[src/lsc_pkg.sv]
/*
  Shared constants and types for the load switch fault controller.
  Assumes a 100 MHz reference clock; all timing counts derive from it.
*/
`default_nettype none

package lsc_pkg;

  // ----------------------------------------------------------------
  // Clock and timing
  // ----------------------------------------------------------------
  // Reference clock period in nanoseconds.
  localparam int CLK_PERIOD_NS = 10;
  // Typical blanking interval, in microseconds (17.5 ms).
  localparam int BLANK_TIME_US = 17500;
  // Typical retry interval, in milliseconds.
  localparam int RETRY_TIME_MS = 560;
  // Retry interval is this multiple of the blanking interval.
  localparam int RETRY_RATIO = 32;
  // Blanking interval in reference clock cycles (a least time, rounded up).
  localparam int BLANK_CYCLES = (BLANK_TIME_US * 1000 + CLK_PERIOD_NS - 1) / CLK_PERIOD_NS;
  // Retry interval in cycles, tied to the blanking count by the fixed ratio.
  localparam int RETRY_CYCLES = BLANK_CYCLES * RETRY_RATIO;
  // Width of the shared interval counter; holds the retry count.
  localparam int CNT_W = 26;

  // ----------------------------------------------------------------
  // Synchronised input vector layout
  // ----------------------------------------------------------------
  localparam int SYNC_W = 5;
  localparam int BIT_OVERCURRENT = 0;
  localparam int BIT_REVERSE = 1;
  localparam int BIT_OVERTEMP = 2;
  localparam int BIT_SET_SHORT = 3;
  localparam int BIT_SWITCH_ON = 4;
  // Default reset value of the synchroniser stages; the low-on variant sets its switch-on bit.
  localparam logic [SYNC_W-1:0] SYNC_RESET = 5'h00;

  // ----------------------------------------------------------------
  // Types
  // ----------------------------------------------------------------
  // Overcurrent response variant fitted in the device.
  typedef enum logic [1:0] {
    VAR_AUTO_RETRY = 2'h0,
    VAR_AUTO_RETRY_LOW_ON = 2'h1,
    VAR_LATCH_OFF = 2'h2,
    VAR_CONTINUOUS = 2'h3
  } lsc_variant_t;

  // Fault sequencing states.
  typedef enum logic [2:0] {
    ST_IDLE = 3'h0,
    ST_BLANK = 3'h1,
    ST_REBLANK = 3'h2,
    ST_RETRY = 3'h3,
    ST_LATCHED = 3'h4,
    ST_LIMIT = 3'h5
  } lsc_state_t;

endpackage

`default_nettype wire

[src/lsc_sync_if.sv]
/*
  Interface carrying raw asynchronous indications into the synchroniser
  and the synchronised copies back out. Assumes the lsc_pkg package.
*/
`timescale 1ns/10ps
`default_nettype none

interface lsc_sync_if;
  // Raw levels straight from the pins and comparators.
  logic [lsc_pkg::SYNC_W-1:0] raw;
  // Levels after two flip-flops in the reference clock domain.
  logic [lsc_pkg::SYNC_W-1:0] sync;

  // The controller supplies raw levels and reads the synchronised ones.
  modport src (output raw, input sync);
  // The synchroniser reads raw levels and drives the synchronised ones.
  modport dst (input raw, output sync);
endinterface

`default_nettype wire

[src/lsc_sync2.sv]
/*
  Two flip-flop synchroniser for the comparator and switch-on levels.
  Assumes one reference clock, an active-low asynchronous reset and a
  clock enable that freezes both stages.
*/
`timescale 1ns/10ps
`default_nettype none

module lsc_sync2 #(
  // Level both stages take in reset; each bit should be its pin's idle level.
  parameter logic [lsc_pkg::SYNC_W-1:0] RESET_VAL = lsc_pkg::SYNC_RESET
) (
  // Clock, reset and enable.
  input wire logic ref_clk,
  input wire logic resetn,
  input wire logic clk_en,
  // Raw in, synchronised out.
  lsc_sync_if.dst port
);

  // ----------------------------------------------------------------
  // Stages
  // ----------------------------------------------------------------
  // First stage; read only by the second stage, since it may be metastable.
  logic [lsc_pkg::SYNC_W-1:0] stage1;

  // Both stages shift together; nothing else looks at stage1.
  always_ff @(posedge ref_clk or negedge resetn)
  begin
    if (!resetn)
    begin
      stage1 <= RESET_VAL;
      port.sync <= RESET_VAL;
    end
    else if (clk_en)
    begin
      stage1 <= port.raw;
      port.sync <= stage1;
    end
  end

endmodule

`default_nettype wire

[src/lsc_fault_ctrl.sv]
/*
  Digital fault sequencing for an adjustable current-limit load switch:
  blanking and retry timing, latch-off, continuous limiting, and the
  open-drain fault indicator.
  Assumes comparator levels arrive asynchronously and are clean levels;
  the analog limiting itself lives outside this block.
*/
// What this block does
// - Blanking timer starts on overcurrent, clears early
// - Auto-retry: fault asserts after full blanking
// - Auto-retry: off for retry interval, retry
// - Fault stays asserted through whole retry cycling
// - Blanking 17.5 ms, retry 560 ms typical
// - Retry interval is thirty-two blanking intervals
// - Latch-off: fault, switch off, stays latched
// - Latch clears by switch-on toggle or power
// - Continuous: conduct, flag after blanking, clear
// - Switch-on polarity depends on fitted variant
// - Reverse current: immediate off and fault
// - Fault on blanking, reverse, heat, short
// - Over-temperature: immediate off and fault
// - Grounded limit-set pin asserts fault
// - Grounded limit-set pin forces switch off
`timescale 1ns/10ps
`default_nettype none

module lsc_fault_ctrl #(
  // Fitted overcurrent response and switch-on polarity.
  parameter lsc_pkg::lsc_variant_t VARIANT = lsc_pkg::VAR_AUTO_RETRY,
  // Blanking count; shorten in simulation.
  parameter int BLANK_CYCLES = lsc_pkg::BLANK_CYCLES,
  // Retry count; kept at the fixed ratio by default.
  parameter int RETRY_CYCLES = BLANK_CYCLES * lsc_pkg::RETRY_RATIO
) (
  // Clock, reset and enable.
  input wire logic ref_clk,
  input wire logic resetn,
  input wire logic clk_en,
  // Asynchronous comparator indications, active high.
  input wire logic overcurrent,
  input wire logic reverse_trip,
  input wire logic overtemp,
  input wire logic limit_set_pin_short,
  // Switch-on pin, polarity set by the variant.
  input wire logic switch_on_pin,
  // Switch gate enable, high to conduct.
  output logic gate_en,
  // Open-drain fault indicator, low when asserted.
  input wire logic fault_n_i,
  output logic fault_n_o,
  output logic fault_n_oe
);

  // ----------------------------------------------------------------
  // Input synchronisation
  // ----------------------------------------------------------------
  // Raw and synchronised levels between this module and the synchroniser.
  lsc_sync_if sync_bus ();

  assign sync_bus.raw = {switch_on_pin, limit_set_pin_short, overtemp, reverse_trip,
                         overcurrent};

  // Synchroniser idle levels: the switch-on bit starts at its off level, so
  // a low-active pin does not read as on for two edges after reset.
  localparam logic [lsc_pkg::SYNC_W-1:0] SYNC_IDLE =
    (VARIANT == lsc_pkg::VAR_AUTO_RETRY_LOW_ON) ?
    (lsc_pkg::SYNC_RESET | (lsc_pkg::SYNC_W'(1) << lsc_pkg::BIT_SWITCH_ON)) :
    lsc_pkg::SYNC_RESET;

  // Every asynchronous input passes two flops before use.
  lsc_sync2 #(
    .RESET_VAL(SYNC_IDLE)
  ) u_sync (
    .ref_clk(ref_clk),
    .resetn(resetn),
    .clk_en(clk_en),
    .port(sync_bus.dst)
  );

  // Synchronised indications.
  logic oc_s;
  logic rev_s;
  logic otp_s;
  logic short_s;
  logic sw_on;
  // The pin readback is not needed for control; it only documents the wire.
  logic unused_fault_in;

  assign oc_s = sync_bus.sync[lsc_pkg::BIT_OVERCURRENT];
  assign rev_s = sync_bus.sync[lsc_pkg::BIT_REVERSE];
  assign otp_s = sync_bus.sync[lsc_pkg::BIT_OVERTEMP];
  assign short_s = sync_bus.sync[lsc_pkg::BIT_SET_SHORT];
  assign unused_fault_in = fault_n_i;

  // The one low-active variant turns the switch on with a low pin.
  assign sw_on = (VARIANT == lsc_pkg::VAR_AUTO_RETRY_LOW_ON) ?
                 ~sync_bus.sync[lsc_pkg::BIT_SWITCH_ON] :
                 sync_bus.sync[lsc_pkg::BIT_SWITCH_ON];

  // ----------------------------------------------------------------
  // Interval timing
  // ----------------------------------------------------------------
  // Terminal counts, cast once to the counter width.
  localparam logic [lsc_pkg::CNT_W-1:0] BLANK_LAST = lsc_pkg::CNT_W'(BLANK_CYCLES - 1);
  localparam logic [lsc_pkg::CNT_W-1:0] RETRY_LAST = lsc_pkg::CNT_W'(RETRY_CYCLES - 1);

  // Current sequencing state and its next value.
  lsc_pkg::lsc_state_t state;
  lsc_pkg::lsc_state_t next_state;
  // One counter serves both intervals, as one oscillator would.
  logic [lsc_pkg::CNT_W-1:0] cnt;
  // Blanking or retry interval has run out this cycle.
  logic blank_done;
  logic retry_done;

  assign blank_done = (cnt == BLANK_LAST);
  assign retry_done = (cnt == RETRY_LAST);

  // ----------------------------------------------------------------
  // Fault sequencing
  // ----------------------------------------------------------------
  // Next state; a switch-off command always returns to idle, which is also
  // the only way out of the latched state short of a reset.
  always_comb
  begin
    next_state = state;
    unique case (state)
      lsc_pkg::ST_IDLE:
      begin
        if (sw_on && oc_s)
          next_state = lsc_pkg::ST_BLANK;
      end
      lsc_pkg::ST_BLANK, lsc_pkg::ST_REBLANK:
      begin
        if (!sw_on || !oc_s)
          next_state = lsc_pkg::ST_IDLE;
        else if (blank_done)
        begin
          // Overcurrent lasted the full blanking interval.
          unique case (VARIANT)
            lsc_pkg::VAR_LATCH_OFF: next_state = lsc_pkg::ST_LATCHED;
            lsc_pkg::VAR_CONTINUOUS: next_state = lsc_pkg::ST_LIMIT;
            default: next_state = lsc_pkg::ST_RETRY;
          endcase
        end
      end
      lsc_pkg::ST_RETRY:
      begin
        if (!sw_on)
          next_state = lsc_pkg::ST_IDLE;
        else if (retry_done)
          next_state = lsc_pkg::ST_REBLANK;
      end
      lsc_pkg::ST_LATCHED:
      begin
        if (!sw_on)
          next_state = lsc_pkg::ST_IDLE;
      end
      lsc_pkg::ST_LIMIT:
      begin
        if (!sw_on || !oc_s)
          next_state = lsc_pkg::ST_IDLE;
      end
      default: next_state = lsc_pkg::ST_IDLE;
    endcase
  end

  // State register; reset stands for a power cycle and clears any latch.
  always_ff @(posedge ref_clk or negedge resetn)
  begin
    if (!resetn)
      state <= lsc_pkg::ST_IDLE;
    else if (clk_en)
      state <= next_state;
  end

  // Interval counter; restarts on every state change so each interval
  // is measured from its own start.
  always_ff @(posedge ref_clk or negedge resetn)
  begin
    if (!resetn)
      cnt <= '0;
    else if (clk_en)
    begin
      if (next_state != state)
        cnt <= '0;
      else if (state inside {lsc_pkg::ST_BLANK, lsc_pkg::ST_REBLANK, lsc_pkg::ST_RETRY})
        cnt <= cnt + 1'b1;
    end
  end

  // ----------------------------------------------------------------
  // Outputs
  // ----------------------------------------------------------------
  // Next gate and fault values, from the state and the instant faults.
  logic next_gate;
  logic next_fault;

  // Reverse current, heat and a grounded limit pin act without blanking.
  always_comb
  begin
    next_gate = sw_on && !rev_s && !otp_s && !short_s &&
                !(state inside {lsc_pkg::ST_RETRY, lsc_pkg::ST_LATCHED});
    next_fault = rev_s || otp_s || short_s ||
                 (state inside {lsc_pkg::ST_REBLANK, lsc_pkg::ST_RETRY,
                                lsc_pkg::ST_LATCHED, lsc_pkg::ST_LIMIT});
  end

  // Registered outputs keep glitches off the gate and the pin.
  always_ff @(posedge ref_clk or negedge resetn)
  begin
    if (!resetn)
    begin
      gate_en <= 1'b0;
      fault_n_oe <= 1'b0;
    end
    else if (clk_en)
    begin
      gate_en <= next_gate;
      fault_n_oe <= next_fault;
    end
  end

  // Open drain: only ever pulls low.
  assign fault_n_o = 1'b0;

  // ----------------------------------------------------------------
  // Checks
  // ----------------------------------------------------------------
  // Length of the current retry phase, counted apart from the interval
  // counter, so the ratio check does not lean on the count it guards.
  logic [lsc_pkg::CNT_W-1:0] retry_len;

  // Cleared outside the retry phase, one step per enabled edge inside it.
  always_ff @(posedge ref_clk or negedge resetn)
  begin
    if (!resetn)
      retry_len <= '0;
    else if (clk_en)
    begin
      if (state != lsc_pkg::ST_RETRY)
        retry_len <= '0;
      else
        retry_len <= retry_len + 1'b1;
    end
  end
endmodule

`default_nettype wire

[config.mk]
export PLATFORM = sky130hd
export DESIGN_NAME = lsc_fault_ctrl
export DESIGN_NICKNAME = d
export VERILOG_FILES = /design/src/lsc_pkg.sv /design/src/lsc_sync_if.sv /design/src/lsc_sync2.sv /design/src/lsc_fault_ctrl.sv
export SDC_FILE = /design/constraint.sdc
export NUM_CORES = 1
export LEC_CHECK = 0
export BUFFER_PORTS_ARGS = -buffer_cell sky130_fd_sc_hd__buf_2
export CAP_MARGIN = 5
export CORE_MARGIN = 1.5
export CORE_UTILIZATION = 30
export DETAILED_ROUTE_END_ITERATION = 7
export PLACE_DENSITY = 0.46
export SYNTH_ARGS = -nofsm -noshare
export SYNTH_HDL_FRONTEND = slang
export SYNTH_SLANG_ARGS = --single-unit
[constraint.sdc]
create_clock -name ref_clk -period 5.34 [get_ports ref_clk]
set_input_delay 0.267 -clock ref_clk [delete_from_list [all_inputs] [get_ports ref_clk]]
set_output_delay 0.267 -clock ref_clk [all_outputs]
set_load 0.02 [all_outputs]
# [Word level (Yosys, flattened, before mapping)]
# Index checks and enable logic that the tools add are counted.
[classes] add_sub_neg=1 eq_ne=8 muxes=10 reduce_logical=22
[ops] operator="$mux 26" n=2
[ops] operator="$add 26x1->26 const B" n=1
[ops] operator="$eq 26x21->1 const B" n=1
[ops] operator="$eq 26x26->1 const B" n=1
[ops] operator="$mux 3" n=7
[ops] operator="$pmux 3 s5" n=1
[ops] operator="$eq 3x2->1 const B" n=2
[ops] operator="$eq 3x3->1 const B" n=2
[ops] operator="$logic_not 1->1" n=6
[ops] operator="$logic_and 1x1->1" n=5
[ops] operator="$logic_or 1x1->1" n=4
[ops] operator="$reduce_bool 2->1" n=2
[ops] operator="$reduce_bool 4->1" n=1
[ops] operator="$eq 3x1->1 const B" n=1
[ops] operator="$logic_not 3->1" n=1
[ops] operator="$ne 3x3->1" n=1
[ops] operator="$reduce_bool 3->1" n=1
[ops] operator="$reduce_and 2->1" n=1
[ops] operator="$reduce_or 2->1" n=1
[totals] register_bits=41 in_bits=9 output_inout_bits=3 elab_cells=47

# [Logic depth before layout (Yosys ltp)]
# Gate-level depths: netlist of run 1.
[logic_depth] depth_word=7 depth_mapped=8 mapped_depth_nobuf=7

# [Modules after synthesis]
# From an unflattened synthesis of run 1, not the netlist that was laid out.
[unflattened] cells_unflattened=251 area_unflattened_um2=2412.3
[by_module_without_submodules] module="lsc_fault_ctrl" instances=1 cells_each=230 area_per_inst_um2=2000.7 seq_area_each_um2=775.7
[by_module_without_submodules] module="lsc_sync2" instances=1 cells_each=21 area_per_inst_um2=411.6 seq_area_each_um2=250.2

# [Worst setup path after synthesis of run 1]
# No wires, ideal clock.
[synth_timing] kind="reg-to-reg" from="register cnt[22] in the netlist's numbering" to="register cnt[10] in the netlist's numbering" setup_ns=0.073 arrival_ns=2.171 required_ns=5.267 slack_ns=3.095 stages_incl_launch_ff=8 n_path_buf=1 synth_period_minus_slack_ns=2.245 path_cell_list="dfrtp_1 -> or4b_1 -> nor4_4 -> nand4_1 -> o211ai_2 -> mux2_4 -> buf_8 -> a21oi_2"
[synth_between] elab_chain_cells=7 word_cells_on_any_way=11 cone_classes="eq/ne (3); mux (6); reduce/logical (2)"
[synth_rtl] element="from (decl)" line_no="lsc_fault_ctrl.sv:111" text="logic [lsc_pkg::CNT_W-1:0] cnt;"
[synth_rtl] element="from (signal assigned)" line_no="lsc_fault_ctrl.sv:188" text="cnt <= cnt + 1'b1;"
[synth_rtl] element="$eq 26x26->1 / $eq 26x21->1 (equally long branches)" line_no="lsc_fault_ctrl.sv:117, lsc_fault_ctrl.sv:116"
[synth_rtl] element="$mux 3, on equally long branches" line_no="lsc_fault_ctrl.sv:151, lsc_fault_ctrl.sv:137"
[synth_rtl] element="$mux 3, on equally long branches" line_no="lsc_fault_ctrl.sv:149, lsc_fault_ctrl.sv:135"
[synth_rtl] element="$pmux 3 s5 (*)" line_no="lsc_fault_ctrl.sv:127" text="unique case (state)"
[synth_rtl] element="$ne 3x3->1 (*)" line_no="lsc_fault_ctrl.sv:185" text="if (next_state != state)"
[synth_rtl] element="$reduce_bool 2->1 (no source line)"
[synth_rtl] element="$reduce_and 2->1 (no source line)"
# Every way passes the cells marked *; elsewhere a longest branch is shown, timed or not.
# A chain may end at the register's enable or synchronous reset.

# [Final worst setup path of run 1]
[layout_timing] from="register cnt[22] in the netlist's numbering" to="register cnt[1] in the netlist's numbering"
# Same word-level chain as after synthesis.

==> load_flow_metrics.sql, run 1 <==
INSERT INTO impl_metrics (metric_group, metric, value, unit) VALUES
('place', 'dpl.hpwl', '3260', 'um'),
('yosys', 'synth_cell_types', '51', ''),
('routing', 'route.detailed.vias_per_inst', '5.14', ''),
('global_routing', 'pin_count_of_the_biggest_net_entering_global_routing', '42', ''),
('worst_setup_path', 'worstPathMaxFanout', '24', ''),
('yosys', 'synth_top_family_by_area', 'simple AND/OR/NAND/NOR gates', ''),
('worst_setup_path', 'endpoint_of_the_worst_register_to_register_path', 'cnt[1]$_DFFE_PN0P_', ''),
('global_routing', 'grt_util_all_layers', '12.6', '%'),
('yosys', 'synth_compound_gate_area_share', '15.1', '%'),
('global_routing', 'antenna_found_initial', '0', ''),
('worst_setup_path', 'worst_ep_arrival_time', '2.76', 'ns'),
('worst_setup_path', 'timing.reg2reg.worst_path_depth', '6', ''),
('worst_setup_path', 'worst_ep_required_time', '5.49', 'ns'),
('yosys', 'postSynthCellCount', '224', ''),
('pwr', 'swShare', '32.6', '%'),
('floorplanning', 'core_region_area', '7690', 'um2'),
('worst_setup_path', 'path_class', 'register to register', ''),
('flow_run', 'drv_cap', '0', ''),
('pwr', 'power.sequential.fraction', '52.6', '%'),
('yosys', 'async_reset_ff_share', '100', '%'),
('worst_setup_path', 'reg2reg_setup_slack', '2.73', 'ns'),
('yosys', 'post_synthesis_xor_xnor_area_fraction', '8.51', '%'),
('yosys', 'ys_warn_count', '0', ''),
('worst_setup_path', 'cp_slowest_cell', 'sky130_fd_sc_hd__or4b_1', ''),
('floorplanning', 'dieHeight', '91.8', 'um'),
('worst_setup_path', 'crit_path_end_kind', 'register', ''),
('floorplanning', 'initial_utilization', '30.8', '%'),
('yosys', 'synth.ff_latch_count', '41', ''),
('cts', 'htree_num_levels', '2', ''),
('cells_and_area', 'antenna_cells', '0', ''),
('place', 'portBuffers', '9', ''),
('routing', 'avgRoutedWirePerCell', '14.5', 'um'),
('cts', 'cts.clk_slew.worst_paths', '0.08', 'ns'),
('yosys', 'yosys.area.top_type', 'sky130_fd_sc_hd__dfrtp_1', ''),
('cts', 'clk_latency', '0.29', 'ns'),
('cts', 'post-cts-setup-buffers', '0', ''),
('worst_setup_path', 'crit_path_end', 'cnt[1]$_DFFE_PN0P_', ''),
('sta', 'max_freq', '384', 'MHz'),
('sta', 'final_critical_path_setup_slack', '2.73', 'ns'),
('sta', 'fin_worst_skew', '0.00705', 'ns'),
('sta', 'setup_violations', '0', ''),
('worst_setup_path', 'timing.critical_path.from', 'cnt[22]$_DFFE_PN0P_', ''),
('status', 'outcome', 'finished clean', ''),
('global_routing', 'grt_pass1_wl', '8510', 'um'),
('floorplanning', 'fp.dieW', '91.8', 'um'),
('cells_and_area', 'layout.filler_cells', '809', ''),
('worst_setup_path', 'timing.critical_path.cells', 'or4b_1 > nor4_4 > a311oi_1 > o21ai_0 > mux2_4 > a21oi_1', ''),
('cells_and_area', 'post-route-util', '32.9', '%'),
('floorplanning', 'io-pin-count', '12', ''),
('sta', 'unrepaired_setup_endpoints_after_global_routing', 'false', ''),
('sta', 'post-route-min-period', '2.61', 'ns'),
('yosys', 'mappedNetlistArea', '2370', 'um2'),
('cts', 'root_buffer', 'sky130_fd_sc_hd__clkbuf_8', ''),
('floorplanning', 'row_count', '32', ''),
('worst_hold_path', 'hp-class', 'input port to asynchronous set/reset pin', ''),
('cts', 'post_cts_resize_count', '0', ''),
('cells_and_area', 'multi_input_combinational_cell_area', '1210', 'um2'),
('pwr', 'power_density', '281', 'nW/um2'),
('cts', 'cts_buffer_depth', '2', ''),
('yosys', 'synth_most_common_cell', 'sky130_fd_sc_hd__dfrtp_1', ''),
('sta', 'finalHoldViolations', '0', ''),
('place', 'finalWeightedCongestion', '0.817', ''),
('yosys', 'synth_fa_ha_area_share', '0.529', '%'),
('pwr', 'p_int', '0.478', 'mW'),
('sta', 'setup_tns', '0', 'ns'),
('cts', 'post_cts_hold_buffer_count', '0', ''),
('routing', 'route.detailed.drc', '0', ''),
('yosys', 'synthTopCellsByCount', 'sky130_fd_sc_hd__dfrtp_1, sky130_fd_sc_hd__a21oi_2, sky130_fd_sc_hd__xor2_1', ''),
('pwr', 'switching_power', '0.232', 'mW'),
('sta', 'timing.final.max_slew_violations', '0', ''),
('cts', 'clock_tree_from_tritoncts', 'yes', '');
[metal layers]
layer  vias to the layer above  GRT usage (%)  wire length (um)
li1                        814              -                 -
met1                       848           17.5              2370
met2                        33           19.7              2220
met3                         6           2.40               166
met4                         0           4.49                56
met5                         -              0                 0
[cell type report]
cell class | instances | share of cell area [%]
clock inverters | 3 | 0.693
flip-flops and latches | 41 | 40.6
clock buffers | 5 | 2.72
multi-input cells | 163 | 47.8
inverters | 7 | 1.04
repair buffers | 10 | 2.08
well taps | 102 | 5.05
[metrics by stage]
| step | instance area, um2 | power [mW] | hold slack (ns) | std cells |
|---|---|---|---|---|
| 2_1_floorplan | 2370 | 0.495 | -0.0286 | 224 |
| 3_3_place_gp | 2440 | 0.514 | 0.475 | 323 |
| 3_5_place_dp | 2440 | 0.516 | 0.468 | 323 |
| 4_1_cts | 2530 | 0.724 | 0.142 | 331 |
| 5_1_grt | 2530 | 0.756 | 0.178 | 331 |
| 6_report | 2530 | 0.710 | 0.110 | 331 |
[worst min-delay path by stage]
| stage | endpoint | slack [ns] | cells after the start |
|---|---|---|---|
| 2_1_floorplan | cnt[0]$_DFFE_PN0P_ | -0.03 | 0 |
| 3_3_place_gp | u_sync.stage1[3]$_DFFE_PN0P_ | 0.48 | 1 |
| 3_5_place_dp | u_sync.stage1[3]$_DFFE_PN0P_ | 0.47 | 1 |
| 4_1_cts | u_sync.stage1[3]$_DFFE_PN0P_ | 0.14 | 1 |
| 5_1_grt | u_sync.stage1[3]$_DFFE_PN0P_ | 0.18 | 1 |
| 6_report | u_sync.stage1[3]$_DFFE_PN0P_ | 0.11 | 1 |
[placed cells by master (no fill, tap or decap), types with 3 or more instances in the layout]
cell and count:
sky130_fd_sc_hd__xor2_1 18, sky130_fd_sc_hd__nand4_1 14, sky130_fd_sc_hd__clkbuf_8 5, sky130_fd_sc_hd__inv_1 7, sky130_fd_sc_hd__o21ai_0 7, sky130_fd_sc_hd__dfrtp_1 41
sky130_fd_sc_hd__nand3_1 8, sky130_fd_sc_hd__nor3_1 6, sky130_fd_sc_hd__nor4_1 3, sky130_fd_sc_hd__buf_2 9, sky130_fd_sc_hd__nor2_1 11, sky130_fd_sc_hd__a21oi_2 18
sky130_fd_sc_hd__a21oi_1 7, sky130_fd_sc_hd__mux2_2 10, sky130_fd_sc_hd__xnor2_1 5, sky130_fd_sc_hd__and3_2 3, sky130_fd_sc_hd__nand2_1 15
[power by group through the flow]
stage	registers (mW)	clock network [mW]	logic [mW]
3_5_place_dp	0.379	0	0.136
3_3_place_gp	0.379	0	0.134
6_report	0.374	0.202	0.134
2_1_floorplan	0.370	0	0.125
4_1_cts	0.374	0.213	0.138
5_1_grt	0.379	0.228	0.149
[flip-flops by register name, indices dropped and copies added, names as in the netlist]
name and cells:
fault_n_oe 1, u_sync.stage1 5, cnt 26, gate_en 1
u_sync.port.sync 5, state 3
[critical path, delay by kind of cell, from the launching register on]
family | cells | cell delay [ns]
muxes | 1 | 0.49
and+or+nand+nor | 2 | 0.94
DFF | 1 | 0.46
AOI/OAI and AO/OA | 3 | 0.55
[cell families after synthesis]
family | after synthesis
AND/OR/NAND/NOR | 80
buffers and inverters | 20
other | 1
multiplexers | 12
AO/OA/AOI/OAI | 46
flip-flops | 41
XOR/XNOR | 23
adder cells (fa/ha/maj) | 1
(Power assumes the default switching activity.)
==> run 2: changes to the inputs <==
Settings changed: PLACE_DENSITY 0.46 to 0.47.
Clock period 5.34 ns to 2.33 ns, I/O delays scaled along.
==> run 2 against run 1 <==
  * Die area did not move
  * Critical path depth unchanged
  * Sequential cell count unchanged
  * Critical path type unchanged
  * Critical endpoint is now cnt[23]$_DFFE_PN0P_
  * Largest cell class unchanged
  * Largest power group unchanged
==> load_flow_metrics.sql, run 2 (synthesis results as in run 1) <==
INSERT INTO impl_metrics (metric_group, metric, value, unit) VALUES
('status', 'outcome', 'finished clean', ''),
('cts', 'cts_buffer_depth', '2', ''),
('global_routing', 'grt_pass1_wl', '9220', 'um'),
('cells_and_area', 'max_flop_register', 'cnt', ''),
('pwr', 'power.static_leakage', '1.16', 'nW'),
('flow_run', 'drv_cap', '0', ''),
('sta', 'post-route-min-period', '2.30', 'ns'),
('floorplanning', 'io-pin-count', '12', ''),
('worst_setup_path', 'setup.worst_path.start_class', 'register', ''),
('sta', 'timing.slew.headroom', '38.6', '%'),
('global_routing', 'antenna_found_initial', '0', ''),
('place', 'post-place-cells', '353', ''),
('worst_setup_path', 'worstPathMaxFanout', '6', ''),
('sta', 'max_freq', '436', 'MHz'),
('floorplanning', 'core_region_area', '7690', 'um2'),
('global_routing', 'grt_pass1_vias', '1869', ''),
('cells_and_area', 'largest_registers', 'cnt x26, u_sync.port.sync x5, u_sync.stage1 x5', ''),
('worst_hold_path', 'hp-start', 'limit_set_pin_short', ''),
('cts', 'cts.clk_slew.worst_paths', '0.09', 'ns'),
('cts', 'cts_bufs_inserted', '5', ''),
('sta', 'finalHoldViolations', '0', ''),
('worst_setup_path', 'reg2reg_from', 'cnt[23]$_DFFE_PN0P_', ''),
('place', 'portBuffers', '9', ''),
('cells_and_area', 'post_route_cells_drive_above_1_share', '39.4', '%'),
('pwr', 'switching_power', '0.602', 'mW'),
('sta', 'setup_tns', '0', 'ns'),
('cells_and_area', 'multi_input_combinational_cell_area', '1310', 'um2'),
('worst_setup_path', 'timing.reg2reg.worst_path_depth', '6', ''),
('worst_setup_path', 'worst_ep_required_time', '2.56', 'ns'),
('worst_hold_path', 'hold-path-cell-count', '2', ''),
('cells_and_area', 'fin_cells', '366', ''),
('cells_and_area', 'layout.filler_cells', '791', ''),
('floorplanning', 'fp.dieW', '91.8', 'um'),
('cells_and_area', 'final_net_count', '273', ''),
('cells_and_area', 'commonest_non_fill_non_tap_cells_in_the_layout', 'sky130_fd_sc_hd__dfrtp_1, sky130_fd_sc_hd__buf_4, sky130_fd_sc_hd__a21oi_2', ''),
('cells_and_area', 'seqCellArea', '1030', 'um2'),
('cts', 'root_buffer', 'sky130_fd_sc_hd__clkbuf_8', ''),
('cts', 'clk_latency', '0.30', 'ns'),
('global_routing', 'globalRouteOverflowTotal', '0', ''),
('worst_setup_path', 'worst_ep_arrival_time', '2.52', 'ns'),
('sta', 'timing_worst_slew_pin_value', '0.921', 'ns'),
('sta', 'setup_violations', '0', ''),
('place', 'finalWeightedCongestion', '0.784', ''),
('routing', 'route.detailed.drc', '0', ''),
('routing', 'dr.pass1.iters', '4', ''),
('routing', 'route.vias.total', '1854', ''),
('sta', 'unrepaired_setup_endpoints_after_global_routing', 'true', ''),
('floorplanning', 'initial_utilization', '30.8', '%'),
('floorplanning', 'row_count', '32', ''),
('pwr', 'share_clk_of_total_power', '30.9', '%'),
('worst_setup_path', 'crit_path_end_kind', 'register', ''),
('place', 'dpl.hpwl', '3680', 'um'),
('pwr', 'power', '1.91', 'mW'),
('routing', 'dr.first_iter.drc_count', '106', ''),
('worst_setup_path', 'path_class', 'register to register', ''),
('routing', 'final_antenna_net_count', '0', ''),
('sta', 'fin_worst_skew', '0.00551', 'ns'),
('cts', 'htree_num_levels', '2', ''),
('cells_and_area', 'most_common_library_cell_in_the_layout_ignoring_fill_and_taps', 'sky130_fd_sc_hd__dfrtp_1', ''),
('global_routing', 'grt_util_all_layers', '13.8', '%'),
('pwr', 'power.sequential.fraction', '42.7', '%'),
('pwr', 'power_density', '659', 'nW/um2'),
('pwr', 'swShare', '31.5', '%'),
('routing', 'route.detailed.vias_per_inst', '5.07', ''),
('sta', 'final_worst_path_cycle_share', '98.5', '%'),
('worst_setup_path', 'timing.critical_path.from', 'cnt[23]$_DFFE_PN0P_', ''),
('pwr', 'peakVddDrop', '0.000254', 'V'),
('cts', 'number_of_clock_sinks_seen_by_cts', '41', ''),
('cells_and_area', 'largest_register_ff_count', '26', ''),
('global_routing', 'pin_count_of_the_biggest_net_entering_global_routing', '42', ''),
('floorplanning', 'design.die.area', '8430', 'um2'),
('cells_and_area', 'layout-area-overhead-vs-synth', '22.6', '%'),
('routing', 'avgRoutedWirePerCell', '15.2', 'um'),
('routing', 'finalWirelength', '5550', 'um'),
('pwr', 'p_int', '1.31', 'mW'),
('sta', 'timing.final.max_slew_violations', '0', ''),
('sta', 'fin_worst_hold_slack', '0.0431', 'ns'),
('cells_and_area', 'antenna_cells', '0', ''),
('cts', 'clock_tree_from_tritoncts', 'yes', ''),
('worst_hold_path', 'hp-class', 'input port to register', ''),
('floorplanning', 'dieHeight', '91.8', 'um'),
('pwr', 'p_comb_share', '26.4', '%');
run 2: metal layers:
layer | up-vias | track usage [%] | part of all wire (%)
met3 | 9 | 2.57 | 4.5
met2 | 44 | 22.5 | 48
met1 | 910 | 18.4 | 45
met5 | - | 0 | 0
met4 | 0 | 4.62 | 1.7
li1 | 891 | - | -
run 2: through the flow:
step	setup WS, ns	util (%)	area [um2]
6_report	0.0342	37.7	2900
5_1_grt	-0.0233	37.7	2900
4_1_cts	0.0171	36.5	2810
3_5_place_dp	-0.0699	34.7	2670
3_3_place_gp	-0.0576	34.7	2670
2_1_floorplan	0.0854	-	2370
run 2: cell type report:
class	count	share of cell area, %
well taps	102	4.40
clock inverters	3	1.60
flip-flops and latches	41	35.4
multi-input cells	166	45.2
clock buffers	5	2.37
inverters	7	0.906
repair buffers	42	10.2
run 2: timing repair:
item / 4_1_cts / 5_1_grt
endpoints found under the setup margin: 24 / 24
cloned: 1 / 2
buffers inserted: 0 / 1
hold buffers: 1 / 0
hold endpoints to repair: 14 / 0
resized for setup: 2 / 11
pin swaps: 0 / 28
run 2: power by group through the flow:
stage          Combinational, mW  Clock (mW)  Sequential [mW]
2_1_floorplan              0.285           0            0.848
3_3_place_gp               0.429           0            0.829
3_5_place_dp               0.428           0            0.831
4_1_cts                    0.453       0.612            0.816
5_1_grt                    0.550       0.635            0.826
6_report                   0.506       0.590            0.816
run 2: final timing paths:
path	to	slack, ns
setup / recovery	cnt[23]$_DFFE_PN0P_	0.03
hold reg to reg	u_sync.port.sync[4]$_DFFE_PN0P_	0.49
max in group asynchronous	cnt[14]$_DFFE_PN0P_	1.26
setup reg to reg	cnt[23]$_DFFE_PN0P_	0.03
hold / removal	u_sync.stage1[3]$_DFFE_PN0P_	0.04
min in group asynchronous	cnt[2]$_DFFE_PN0P_	0.50
run 2: worst max-delay path, cell delays in order (launching register included):
cell and delay [ns]:
sky130_fd_sc_hd__dfrtp_1 0.39, sky130_fd_sc_hd__nand4bb_4 0.23, sky130_fd_sc_hd__or4_4 0.54, sky130_fd_sc_hd__nor4_4 0.34, sky130_fd_sc_hd__o211ai_4 0.18, sky130_fd_sc_hd__mux2_4 0.42
sky130_fd_sc_hd__a21oi_2 0.15
